[src/lmcr_defs.svh]
/*
 Timing counts, op codes and field positions for the legacy-mode
 card read and select-out control block.
 Assumes inclusion by bare name from the block's design file.
*/
`ifndef LMCR_DEFS_SVH
`define LMCR_DEFS_SVH

`define LMCR_CLK_HZ 200000000
`define LMCR_FEED_WINDOW_MS 6
`define LMCR_OP_PRT_RD_PCH 8'h27
`define LMCR_OP_RD_PCH 8'h25
`define LMCR_OP_PCH 8'h24
`define LMCR_OP_DONE 8'h20
`define LMCR_OP_BIT_PRINT 1
`define LMCR_OP_BIT_READ 0
`define LMCR_OP_BIT_PUNCH 2
`define LMCR_CODE_BAD_STACKER 8'h7F
`define LMCR_STAT_ATTN_BIT 0
`define LMCR_OPR_RESET 8'h00
`define LMCR_CMD_SENSE 8'h04
`define LMCR_CMD_FEED_SEL 8'h0B
`define LMCR_CMD_FEED 8'h03
`define LMCR_CMD_READ 8'h02

`endif

[src/lmcr_pkg.sv]
/*
 Types for the legacy-mode card read and select-out control block.
 Assumes the constants header is included by the design file.
*/
package lmcr_pkg;
   typedef enum logic [1:0] {
      LMCR_DEV_READER,
      LMCR_DEV_PRINTER,
      LMCR_DEV_PUNCH,
      LMCR_DEV_TAPE_FILE
   } lmcr_dev_t;

   typedef struct packed {
      logic start;
      lmcr_dev_t dev;
   } lmcr_io_start_t;

   typedef struct packed {
      logic valid;
      logic [7:0] cmd;
   } lmcr_cmd_t;

   typedef struct packed {
      logic valid;
      logic [7:0] status;
   } lmcr_status_t;

   typedef struct packed {
      logic valid;
      logic [8:0] k_value;
   } lmcr_k_to_fb_t;
endpackage

[src/lmcr_ctl.sv]
/*
 Legacy-mode card read and select-out control: select-out holding,
 deferred feed window, stacker select, end of file and op-code steps.
 Assumes one 200 MHz clock, synchronous inputs, a microprogram that
 drives the one-cycle request strobes, and a register port master.
*/
// Functional notes
// - Emulation: hold select out past channel end to release
// - Tape and file always run burst
// - Native-mode resets gated off in emulation
// - Emulation clears: recycle, select in, release
// - Release ignores the K parity bit
// - Recycle from system reset or service request
// - Release issued once channel end sensed
// - Combined op steps 27, 25, 24, 20
// - Op decode latches switch byte before start
// - Native read sends data, no card move
// - Emulation feed starts 6 ms after read data
// - Stacker select in window feeds and selects
// - Feed-and-select cancels the deferred feed
// - Sense first; no attention means window expired
// - Expired: no select, load code 7F
// - Native end of file needs extra read
// - Emulation end of file with last channel end
// - Device characters use the interchange code
`timescale 1ns/1ps
`include "lmcr_defs.svh"

module lmcr_ctl #(
   parameter int CLK_HZ = `LMCR_CLK_HZ,
   parameter int WINDOW_MS = `LMCR_FEED_WINDOW_MS,
   parameter int WINDOW_CYC = (CLK_HZ / 1000) * WINDOW_MS
) (
   input wire logic clk_i, // 200 MHz clock
   input wire logic rst_b_i, // Async reset, active low
   input wire logic emul_mode_i, // High in legacy emulation mode
   input wire logic svc_mode_i, // Engineering service mode
   input wire logic recycle_req_i, // Recycle reset request pulse
   input wire logic [7:0] mode_switch_byte_i, // Mode-switch control byte
   input wire lmcr_pkg::lmcr_io_start_t io_start_i, // Op decode start request
   input wire logic native_so_reset_i, // Ordinary native reset of select out
   input wire logic select_in_i, // Select in from channel
   input wire logic channel_end_i, // Channel end pulse from channel
   input wire logic last_card_i, // Reader reports last card
   input wire lmcr_pkg::lmcr_k_to_fb_t k_to_fb_i, // Microprogram release statement
   input wire logic read_data_start_i, // Read data transfer began
   input wire logic stacker_sel_i, // Legacy stacker select sensed
   input wire logic [1:0] stacker_num_i, // Chosen stacker
   input wire logic [7:0] op_code_i, // Converted op code to load
   input wire logic op_load_i, // Load op code pulse
   input wire logic print_done_i, // Print phase complete
   input wire logic read_done_i, // Read phase complete
   input wire logic punch_done_i, // Punch phase complete
   input wire logic [7:0] reg_addr_i, // Register port address
   input wire logic [7:0] reg_wdata_i, // Register port write data
   input wire logic reg_wr_i, // Register write strobe
   input wire logic reg_rd_i, // Register read strobe
   output logic [7:0] reg_rdata_o, // Read data, cycle after strobe
   output logic select_out_o, // Channel select out
   output logic recycle_reset_o, // Recycle reset level: one cycle per request in service mode, held during system reset
   output lmcr_pkg::lmcr_cmd_t dev_cmd_o, // Command to card unit
   output logic [1:0] dev_stacker_o, // Stacker for feed-and-select
   output logic burst_o, // Burst mode forced
   output logic eof_o, // End of file indicator
   output logic [7:0] op_code_o, // Bit-significant op code
   output logic [7:0] operator_code_register_o, // Operator-visible R register
   output logic window_open_o, // Deferred feed window open
   output logic start_io_o // Start I/O after setup
);
   localparam logic [31:0] WIN_W = 32'(WINDOW_CYC);

   logic [31:0] win_cnt_reg;
   logic feed_pend_reg;
   logic sel_req_reg;
   logic sel_sense_reg;
   logic [1:0] sel_stk_reg;
   logic eof_arm_reg;
   logic extra_read_reg;
   logic [7:0] mode_byte_reg;
   logic setup_reg;
   lmcr_pkg::lmcr_dev_t dev_reg;
   logic k_release;
   logic rec_next;
   logic attn;

   // Parity bit 8 is ignored; zero or one data bit set releases
   assign k_release = k_to_fb_i.valid && ($countones(k_to_fb_i.k_value[7:0]) <= 1);
   assign rec_next = ~rst_b_i ? 1'b0 : (recycle_req_i && svc_mode_i);
   assign attn = (win_cnt_reg != 32'h0000_0000);

   always_ff @(posedge clk_i or negedge rst_b_i) begin
      if (!rst_b_i) begin
         recycle_reset_o <= 1'b1;
      end else begin
         recycle_reset_o <= rec_next;
      end
   end

   // Op decode: latch mode byte and device, start I/O one cycle later
   always_ff @(posedge clk_i or negedge rst_b_i) begin
      if (!rst_b_i) begin
         mode_byte_reg <= `LMCR_OPR_RESET;
         setup_reg <= 1'b0;
         start_io_o <= 1'b0;
         dev_reg <= lmcr_pkg::LMCR_DEV_READER;
      end else begin
         start_io_o <= setup_reg;
         setup_reg <= io_start_i.start;
         if (io_start_i.start) begin
            mode_byte_reg <= mode_switch_byte_i;
            dev_reg <= io_start_i.dev;
         end
      end
   end

   always_ff @(posedge clk_i or negedge rst_b_i) begin
      if (!rst_b_i) begin
         burst_o <= 1'b0;
      end else begin
         burst_o <= (dev_reg == lmcr_pkg::LMCR_DEV_TAPE_FILE) || emul_mode_i;
      end
   end

   // Select out: set at start, only restricted clears in emulation
   always_ff @(posedge clk_i or negedge rst_b_i) begin
      if (!rst_b_i) begin
         select_out_o <= 1'b0;
      end else if (recycle_reset_o || select_in_i) begin
         select_out_o <= 1'b0;
      end else if (emul_mode_i) begin
         if (k_release) begin
            select_out_o <= 1'b0;
         end else if (setup_reg) begin
            select_out_o <= 1'b1;
         end
      end else if (native_so_reset_i || k_release || channel_end_i) begin
         select_out_o <= 1'b0;
      end else if (setup_reg) begin
         select_out_o <= 1'b1;
      end
   end

   // Deferred feed window counter
   always_ff @(posedge clk_i or negedge rst_b_i) begin
      if (!rst_b_i) begin
         win_cnt_reg <= 32'h0000_0000;
         feed_pend_reg <= 1'b0;
      end else if (recycle_reset_o) begin
         win_cnt_reg <= 32'h0000_0000;
         feed_pend_reg <= 1'b0;
      end else if (emul_mode_i && read_data_start_i) begin
         win_cnt_reg <= WIN_W;
         feed_pend_reg <= 1'b1;
      end else if (sel_req_reg && sel_sense_reg && attn) begin
         win_cnt_reg <= 32'h0000_0000;
         feed_pend_reg <= 1'b0;
      end else if (win_cnt_reg > 32'h0000_0001) begin
         win_cnt_reg <= win_cnt_reg - 32'h0000_0001;
      end else if (win_cnt_reg == 32'h0000_0001) begin
         win_cnt_reg <= 32'h0000_0000;
      end else begin
         feed_pend_reg <= 1'b0;
      end
   end

   always_ff @(posedge clk_i or negedge rst_b_i) begin
      if (!rst_b_i) begin
         window_open_o <= 1'b0;
      end else begin
         window_open_o <= attn;
      end
   end

   // Stacker select: sense, then feed-and-select or flag the code
   always_ff @(posedge clk_i or negedge rst_b_i) begin
      if (!rst_b_i) begin
         sel_req_reg <= 1'b0;
         sel_sense_reg <= 1'b0;
         sel_stk_reg <= 2'h0;
      end else if (stacker_sel_i && emul_mode_i && !sel_req_reg) begin
         sel_req_reg <= 1'b1;
         sel_sense_reg <= 1'b0;
         sel_stk_reg <= stacker_num_i;
      end else if (sel_req_reg && !sel_sense_reg) begin
         sel_sense_reg <= 1'b1;
      end else if (sel_req_reg) begin
         sel_req_reg <= 1'b0;
         sel_sense_reg <= 1'b0;
      end
   end

   always_ff @(posedge clk_i or negedge rst_b_i) begin
      if (!rst_b_i) begin
         dev_cmd_o <= '0;
         dev_stacker_o <= 2'h0;
      end else if (sel_req_reg && !sel_sense_reg) begin
         dev_cmd_o <= '{valid: 1'b1, cmd: `LMCR_CMD_SENSE};
      end else if (sel_req_reg && attn) begin
         dev_cmd_o <= '{valid: 1'b1, cmd: `LMCR_CMD_FEED_SEL};
         dev_stacker_o <= sel_stk_reg;
      end else if (feed_pend_reg && win_cnt_reg == 32'h0000_0001) begin
         dev_cmd_o <= '{valid: 1'b1, cmd: `LMCR_CMD_FEED};
         dev_stacker_o <= 2'h0;
      end else if (!emul_mode_i && setup_reg && dev_reg == lmcr_pkg::LMCR_DEV_READER) begin
         dev_cmd_o <= '{valid: 1'b1, cmd: `LMCR_CMD_READ};
      end else begin
         dev_cmd_o <= '0;
      end
   end

   always_ff @(posedge clk_i or negedge rst_b_i) begin
      if (!rst_b_i) begin
         operator_code_register_o <= `LMCR_OPR_RESET;
      end else if (sel_req_reg && sel_sense_reg && !attn) begin
         // Hardware flag wins over a software write in the same cycle
         operator_code_register_o <= `LMCR_CODE_BAD_STACKER;
      end else if (reg_wr_i && reg_addr_i == 8'h00) begin
         operator_code_register_o <= reg_wdata_i;
      end
   end

   // End of file
   always_ff @(posedge clk_i or negedge rst_b_i) begin
      if (!rst_b_i) begin
         eof_arm_reg <= 1'b0;
         extra_read_reg <= 1'b0;
         eof_o <= 1'b0;
      end else if (op_load_i) begin
         eof_o <= 1'b0;
         eof_arm_reg <= 1'b0;
         extra_read_reg <= 1'b0;
      end else begin
         if (last_card_i) begin
            eof_arm_reg <= 1'b1;
         end
         if (emul_mode_i && channel_end_i && (last_card_i || eof_arm_reg)) begin
            eof_o <= 1'b1;
         end else if (!emul_mode_i && eof_arm_reg && setup_reg && !extra_read_reg) begin
            extra_read_reg <= 1'b1;
         end else if (!emul_mode_i && extra_read_reg && channel_end_i) begin
            eof_o <= 1'b1;
         end
      end
   end

   // Bit-significant op code progression
   always_ff @(posedge clk_i or negedge rst_b_i) begin
      if (!rst_b_i) begin
         op_code_o <= `LMCR_OP_DONE;
      end else if (op_load_i) begin
         op_code_o <= op_code_i;
      end else begin
         if (print_done_i) begin
            op_code_o[`LMCR_OP_BIT_PRINT] <= 1'b0;
         end
         if (read_done_i) begin
            op_code_o[`LMCR_OP_BIT_READ] <= 1'b0;
         end
         if (punch_done_i) begin
            op_code_o[`LMCR_OP_BIT_PUNCH] <= 1'b0;
         end
      end
   end

   // Register read port; data pass through unconverted
   always_ff @(posedge clk_i or negedge rst_b_i) begin
      if (!rst_b_i) begin
         reg_rdata_o <= 8'h00;
      end else if (reg_rd_i) begin
         case (reg_addr_i)
            8'h00: reg_rdata_o <= operator_code_register_o;
            8'h01: reg_rdata_o <= op_code_o;
            8'h02: reg_rdata_o <= {5'h00, eof_o, attn, select_out_o};
            8'h03: reg_rdata_o <= mode_byte_reg;
            default: reg_rdata_o <= 8'h00;
         endcase
      end else begin
         reg_rdata_o <= 8'h00;
      end
   end
endmodule

[config.mk]
export PLATFORM = sky130hd
export DESIGN_NAME = lmcr_ctl
export DESIGN_NICKNAME = d
export VERILOG_FILES = /design/src/lmcr_pkg.sv /design/src/lmcr_ctl.sv
export VERILOG_INCLUDE_DIRS = /design/src
export SDC_FILE = /design/constraint.sdc
export NUM_CORES = 1
export LEC_CHECK = 0
export BUFFER_PORTS_ARGS = -buffer_cell sky130_fd_sc_hd__buf_2
export CAP_MARGIN = 20
export CORE_MARGIN = 2
export CORE_UTILIZATION = 54
export CTS_CLUSTER_SIZE = 14
export DETAILED_ROUTE_END_ITERATION = 7
export HOLD_SLACK_MARGIN = 0.08
export PLACE_DENSITY = 0.8
export SYNTH_ARGS = -nofsm -noshare
export SYNTH_HDL_FRONTEND = slang
export SYNTH_SLANG_ARGS = --single-unit
[constraint.sdc]
create_clock -name clk_i -period 2.75 [get_ports clk_i]
set_input_delay 0.275 -clock clk_i [delete_from_list [all_inputs] [get_ports clk_i]]
set_output_delay 0.275 -clock clk_i [all_outputs]
set_load 0.1 [all_outputs]
### Word level (Yosys, flattened, before mapping)

Cells that the tools add are included.

| operators by class | value |
|---|---|
| bitwise gates (word level) | 1 |
| $lt $le $gt $ge | 2 |
| muxes and demuxes | 44 |
| add/sub/neg operators | 8 |
| eq/ne operators | 10 |
| reduce and logical (&&, ||, !) cells | 48 |

Operator list:

| operator | number |
|---|---|
| $mux W32 | 5 |
| $mux W9 | 4 |
| $eq A32 B1 Y1 const B | 1 |
| $gt A32 B1 Y1 const B | 1 |
| $pmux W8 S4 | 1 |
| $reduce_bool A32 Y1 | 1 |
| $sub A32 B1 Y32 const B | 1 |
| $mux W1 | 28 |
| $mux W8 | 3 |
| $logic_and A1 B1 Y1 | 21 |
| $eq A8 B2 Y1 const B | 2 |
| $reduce_bool A2 Y1 | 7 |
| $add A1 B1 Y2 | 4 |
| $eq A8 B1 Y1 const B | 1 |
| $logic_not A8 Y1 | 1 |
| $ne A4 B4 Y1 const B | 2 |
| $reduce_and A2 Y1 | 4 |
| $add A2 B2 Y3 | 2 |
| $reduce_bool A3 Y1 | 2 |
| $logic_not A1 Y1 | 5 |
| $logic_or A1 B1 Y1 | 5 |
| $reduce_bool A5 Y1 | 1 |
| $add A3 B3 Y4 | 1 |
| $le A4 B1 Y1 const B | 1 |
| 7 further kinds | 9 |

| word-level totals | value |
|---|---|
| flip-flop bits (word level) | 91 |
| output and inout port bits | 41 |
| logic and storage cells | 138 |
| input port bits | 64 |

### Longest topological paths before layout

Gate-level depths: netlist of run 1.

| logic depth | value |
|---|---|
| depth in word-level cells | 10 |
| depth in mapped cells | 10 |

### Least setup slack after synthesis of run 1

OpenSTA, ideal clock, no wires.

| timing path | value |
|---|---|
| path type | input to register |
| start point | in k_to_fb_i[0] (netlist name) |
| end point | reg select_out_o |
| required time | 2668 ps |
| arrival time | 2642 ps |
| stages | 10 |
| buffers on the path | 0 |
| library setup time | 82 ps |
| path slack | 26 ps |
| cells stage by stage | fa_1 -> inv_1 -> fa_1 -> fa_1 -> inv_1 -> ha_1 -> fa_1 -> nand3_1 -> o21ai_0 -> a31oi_1 |

| on the way | value |
|---|---|
| word-level cells in the longest chain between the ends | 10 |

Ends and longest elaborated chain:

| what | line | source |
|---|---|---|
| from (decl) | lmcr_ctl.sv:45 | `input wire lmcr_pkg::lmcr_k_to_fb_t k_to_fb_i,` |
| $add A1 B1 Y2 (implied by the code) * | lmcr_ctl.sv:87 | `assign k_release = k_to_fb_i.valid && ($countones(k_to_fb_i.k_value[7:0]) <= 1);` |
| $add A2 B2 Y3 (implied by the code) * | lmcr_ctl.sv:87 |  |
| $add A3 B3 Y4 (implied by the code) * | lmcr_ctl.sv:87 |  |
| $le A4 B1 Y1 * | lmcr_ctl.sv:87 |  |
| $logic_and A1 B1 Y1 * | lmcr_ctl.sv:87 |  |
| $logic_or A1 B1 Y1 (2 in a row) | lmcr_ctl.sv:136 | `end else if (native_so_reset_i \|\| k_release \|\| channel_end_i) begin` |
| $mux W1 | lmcr_ctl.sv:136 |  |
| $mux W1 * | lmcr_ctl.sv:130 | `end else if (emul_mode_i) begin` |
| $mux W1 * | lmcr_ctl.sv:128 | `end else if (recycle_reset_o \|\| select_in_i) begin` |
| to (signal assigned) | lmcr_ctl.sv:129 | `select_out_o <= 1'b0;` |
| to (signal assigned) | lmcr_ctl.sv:132 | `select_out_o <= 1'b0;` |
| to (signal assigned) | lmcr_ctl.sv:137 | `select_out_o <= 1'b0;` |
| to (decl) | lmcr_ctl.sv:59 | `output logic select_out_o,` |

Every way passes the cells marked *; elsewhere a longest branch is shown, timed or not.
A chain may end at the register's enable or synchronous reset.

### Worst setup path after layout of run 1

Ends and elaborated chain as after synthesis.

==> flow_summary.ini, run 1 <==
[layout]
nNetsFinal = 622
largest_register_ffs = 32
areaGrowthSynthToFinish_pct = 19.7
drive_gt1_frac = 0.296
num-fill-cells = 650
n_antenna_cell = 0
final_cells = 659

[floorplanning]
num_rows = 33
die_area_mm2 = 0.00916
coreArea_mm2 = 0.00818
die_w_um = 95.7
initial_utilization = 0.556
die-height_um = 95.7
ios = 105

[yosys]
synthFlopType = dfrtp_1
synth_area_mm2 = 0.00454
ys_ff_latch = 87
yosys-top-cells-area = dfrtp_1 47%, mux2i_1 4.8%, mux2_2 4.2%
avgSynthCellArea_um2 = 10.3
ys_async_sr_fraction = 1.00
synth_most_common_cell = dfrtp_1
synth-edff-count = 0
netlist_instances = 443
ys_types = 57
yosys.area.top_type_share = 0.468
yosysWarningCount = 0
synthTopCellsByCount = 85 x dfrtp_1, 44 x nor2_1, 34 x nand2_1
synth_seq_area_share = 0.480
synth_area_leader_cell = dfrtp_1

[global_route]
grt_max_degree = 51
grt_pass1_wl_um = 18300
grtUsageTotal = 0.261
antenna_found_initial = 0
grt-ovfl-total = 0
first_global_vias = 3716

[sta]
relSlewSlack = 0.575
rsz0062_at_grt = no
slew_violations = 0
min_period_ns = 2.55
tightest_slew_ns = 0.638
whs_ns = 0.0909
fin_crit_sh = 0.927
hold_violations = 0
fmax_mhz = 392
layout_setup_ws_ns = 0.201
finalSetupViolCount = 0
clock_skew_ns = 0.0155

[placed_design]
portBuffers = 99
place_ws_ns = -0.193
dpl.hpwl_um = 8310
gp_congestion = 0.914
placed_cells = 641

[power]
ir_drop_v = 0.000358
sw_frac_of_total = 0.430
seqPwrFrac = 0.374
p_comb_frac = 0.408
p_sw_w = 0.00197
total_power_w = 0.00459
p_int_w = 0.00262
clock_power_share = 0.217
total_leakage_power_nw = 2.54
power.density_mw_per_mm2 = 843

[worst_setup_path]
worstPathArrival_ns = 2.84
worst_setup_path_start_kind = input pin
end_kind = flip-flop
r2r_slack_ns = 0.24
worstRegToRegCells = 7
worstPathMaxFanout = 2
crit_type = in -> reg
cp.required_ns = 3.04

[routing]
drt_iter0_markers = 294
wl_per_cell_um = 17.3
dr.pass1.iters = 5
drt-total-wl_um = 11400
remaining_drc_errors = 0
viasPerCell = 5.95
detail-route-antenna-nets = 0
vias = 3922

[cts]
clk_latency_ns = 0.37
cts_tree = yes
cts.htree.levels = 3
clock-sinks = 87
cts_resized = 0
cts.clk_slew.worst_paths_ns = 0.09
clockBufferDepth = 2
root_buffer = clkbuf_8
cts_buffers = 9

[job]
max-cap-violations = 0

[min_path]
whs_path_depth = 2
min_path_type = in -> reg

[run_status]
outcome = finished clean
-- cell usage in the layout (no fill, tap or decap), types with 8 or more instances in the layout --
master     n
dfrtp_1   85
buf_2     98
mux2_2    17
o21ai_0    8
nand3_1   17
mux2i_1   22
inv_1     16
o31ai_1   10
or4_1     10
o211ai_1  19
nand2_1   34
a21oi_1   26
clkbuf_8   9
nor2_1    44
buf_4     19
-- layout make-up --
cell class | instances | area [um^2] | area share
Clock inverter | 6 | 93.8 | 0.0172
Sequential cell | 87 | 2180 | 0.401
Clock buffer | 10 | 128 | 0.0235
Multi-Input combinational cell | 315 | 2180 | 0.401
Inverter | 17 | 63.8 | 0.0117
Tap cell | 105 | 131 | 0.0241
Timing Repair Buffer | 119 | 663 | 0.122
-- final timing paths --
path | startpoint | end
min in group asynchronous | rst_b_i | reg_rdata_o[2]
setup reg to reg | win_cnt_reg[1] | win_cnt_reg[24]
setup / recovery | k_to_fb_i[0] | select_out_o
max in group asynchronous | rst_b_i | dev_stacker_o[0]
hold / removal | punch_done_i | op_code_o[2]
hold reg to reg | setup_reg | start_io_o
-- kinds of logic after synthesis --
kind of cell               count (synthesis)  share of synthesized area
muxes                                     42                      0.105
adders and majority gates                  9                     0.0314
other                                      1                   0.000825
xor gates and xnor gates                   8                     0.0154
and+or+nand+nor                          158                      0.185
DFF                                       87                      0.480
buffers and inverters                     44                     0.0427
AOI/OAI and AO/OA                         94                      0.139
-- per-layer routing --
metal / up-vias / track usage / share of wire
li1: 1831 / - / -
met1: 1932 / 0.354 / 0.43
met2: 144 / 0.417 / 0.51
met3: 15 / 0.0439 / 0.051
met4: 0 / 0.108 / 0.014
met5: - / 0 / 0
-- critical path, stage by stage --
cell and delay (ns):
buf_2 0.11, fa_1 0.53, inv_1 0.05, fa_1 0.45
fa_1 0.49, inv_1 0.04, ha_1 0.20, fa_1 0.38
nand3_1 0.09, o21ai_0 0.07, a31oi_1 0.15
-- through the flow --
| stage | TNS (ns) | util | area, um^2 |
|---|---|---|---|
| finish | 0 | 0.665 | 5440 |
| global route | 0 | 0.665 | 5440 |
| CTS | 0 | 0.665 | 5430 |
| detailed placement | -0.193 | 0.636 | 5200 |
| global placement | -0.125 | 0.636 | 5200 |
| floorplan | 0 | - | 4550 |
-- power by group through the flow --
| stage | sequential [W] | combinational (W) | clock [W] |
|---|---|---|---|
| finish | 0.00172 | 0.00187 | 0.000998 |
| global route | 0.00176 | 0.00202 | 0.00107 |
| CTS | 0.00171 | 0.00186 | 0.00100 |
| detailed placement | 0.00174 | 0.00184 | 0 |
| global placement | 0.00171 | 0.00180 | 0 |
| floorplan | 0.00215 | 0.000942 | 0 |
-- timing repair --
action,CTS,global route
endpoints found under the setup margin,0,12
endpoints found under the hold margin,45,0
setup buffers,0,1
hold buffers,1,0
No activity file was read; power rests on OpenSTA's default activity.
==> run 2: changes to the inputs <==
==> constraint.sdc (replaced) <==
create_clock -name clk_i -period 2.9 [get_ports clk_i]
set_input_delay 0.29 -clock clk_i [delete_from_list [all_inputs] [get_ports clk_i]]
set_output_delay 0.29 -clock clk_i [all_outputs]
set_load 0.1 [all_outputs]
==> run 2 against run 1 <==
Against the previous run:
- core utilization decreased by 0.41 points
- clock skew about the same
- critical path type is now reg -> reg
- sequential cell count unchanged
- worst setup slack improved by 0.095 ns
- highest routed layer unchanged
- combinational power decreased by 7%
==> flow_summary.ini, run 2 (synthesized netlist as in run 1, its figures left out) <==
[power]
power.density_mw_per_mm2 = 788
p_comb_frac = 0.407
clock_power_share = 0.211
total_power_w = 0.00426
ir_drop_v = 0.000342
total_leakage_power_nw = 2.53
p_int_w = 0.00239
sw_frac_of_total = 0.438
seqPwrFrac = 0.381
p_sw_w = 0.00187

[global_route]
grtUsageTotal = 0.241
antenna_found_initial = 0
grt_pass1_wl_um = 16800
grt_max_degree = 56
first_global_vias = 3529
grt-ovfl-total = 0

[layout]
nNetsFinal = 621
drive_gt1_frac = 0.297
mostFrequentLayoutCell = buf_2
areaGrowthSynthToFinish_pct = 19.0
num-fill-cells = 648
n_antenna_cell = 0
final_cell_mix = 98 x buf_2, 85 x dfrtp_1, 44 x nor2_1
ff_latch_area_mm2 = 0.00218
multiInputGateArea_mm2 = 0.00218
largest_register_ffs = 32

[routing]
remaining_drc_errors = 0
detail-route-antenna-nets = 0
drt-total-wl_um = 10900
wl_per_cell_um = 16.5
viasPerCell = 5.88
drt_iter0_markers = 313
dr.pass1.iters = 5
vias = 3868

[sta]
clock_skew_ns = 0.0155
layout_setup_ws_ns = 0.296
tightest_slew_ns = 0.693
relSlewSlack = 0.538
slew_violations = 0
fmax_mhz = 384
finalSetupViolCount = 0
min_period_ns = 2.60
rsz0062_at_grt = no
hold_violations = 0
fin_crit_sh = 0.898
whs_ns = 0.102

[cts]
clockBufferDepth = 2
cts_resized = 0
cts.htree.levels = 3
cts_buffers = 9
clk_latency_ns = 0.37
cts.clk_slew.worst_paths_ns = 0.09
root_buffer = clkbuf_8
cts_tree = yes
clock-sinks = 87

[placed_design]
gp_congestion = 0.882
place_ws_ns = -0.0594
dpl.hpwl_um = 8040
portBuffers = 99

[worst_setup_path]
worstPathArrival_ns = 2.86
cp.required_ns = 3.16
worstRegToRegCells = 6
r2r_slack_ns = 0.30
worstPathMaxFanout = 23
reg2reg_to = feed_pend_reg
worst_setup_path_start_kind = flip-flop
end_kind = flip-flop
r2r-start = win_cnt_reg[10]
crit_type = reg -> reg

[floorplanning]
die_area_mm2 = 0.00916
initial_utilization = 0.556
ios = 105
coreArea_mm2 = 0.00818
die_w_um = 95.7
die-height_um = 95.7
num_rows = 33

[job]
max-cap-violations = 0

[min_path]
worst_hold_path.endpoint = op_code_o[2]
hold_path.startpoint = punch_done_i
whs_path_depth = 2
min_path_type = in -> reg

[run_status]
outcome = finished clean
==> run 2: metrics by stage <==
stage / setup TNS, ns / util / area [um^2] / std cells
floorplan: 0 / - / 4550 / 446
global placement: 0 / 0.635 / 5190 / 641
detailed placement: -0.0594 / 0.635 / 5190 / 641
CTS: 0 / 0.661 / 5410 / 658
global route: 0 / 0.661 / 5410 / 658
finish: 0 / 0.661 / 5410 / 658
==> run 2: how the worst max path moves through the flow <==
stage	slack (ns)	to	from	cells after the start
floorplan	0.16	select_out_o	k_to_fb_i[0]	10
global placement	0.01	select_out_o	k_to_fb_i[0]	11
detailed placement	-0.06	select_out_o	k_to_fb_i[0]	11
CTS	0.32	feed_pend_reg	win_cnt_reg[10]	6
global route	0.17	feed_pend_reg	win_cnt_reg[10]	6
finish	0.30	feed_pend_reg	win_cnt_reg[10]	6
==> run 2: power groups by stage <==
stage	registers [W]	clock network [W]	logic, W
floorplan	0.00204	0	0.000893
global placement	0.00163	0	0.00169
detailed placement	0.00164	0	0.00173
CTS	0.00162	0.000914	0.00173
global route	0.00166	0.000974	0.00188
finish	0.00163	0.000900	0.00174
==> run 2: timing repair <==
item,CTS,global route
endpoints found under the hold margin,51,0
buffers inserted,0,0
hold buffers,1,0
==> run 2: critical path, stage by stage (launching register included) <==
cell	delay, ns
dfrtp_1	0.41
or4_1	0.70
or2_4	0.34
nor4_4	0.31
buf_4	0.33
nor2_1	0.10
o41ai_1	0.31
==> run 2: area by class of cell <==
type | instances | share of cell area
clock buffers | 9 | 0.0229
clock inverters | 7 | 0.0155
inverters | 17 | 0.0118
multi-input cells | 315 | 0.403
flip-flops and latches | 87 | 0.403
well taps | 105 | 0.0243
repair buffers | 118 | 0.119
==> run 2: layer usage <==
layer,GRT usage,vias up,routed length [um]
li1,-,1829,-
met1,0.336,1889,4760
met2,0.376,130,5320
met3,0.0454,20,581
met4,0.0905,0,208
met5,0,-,0
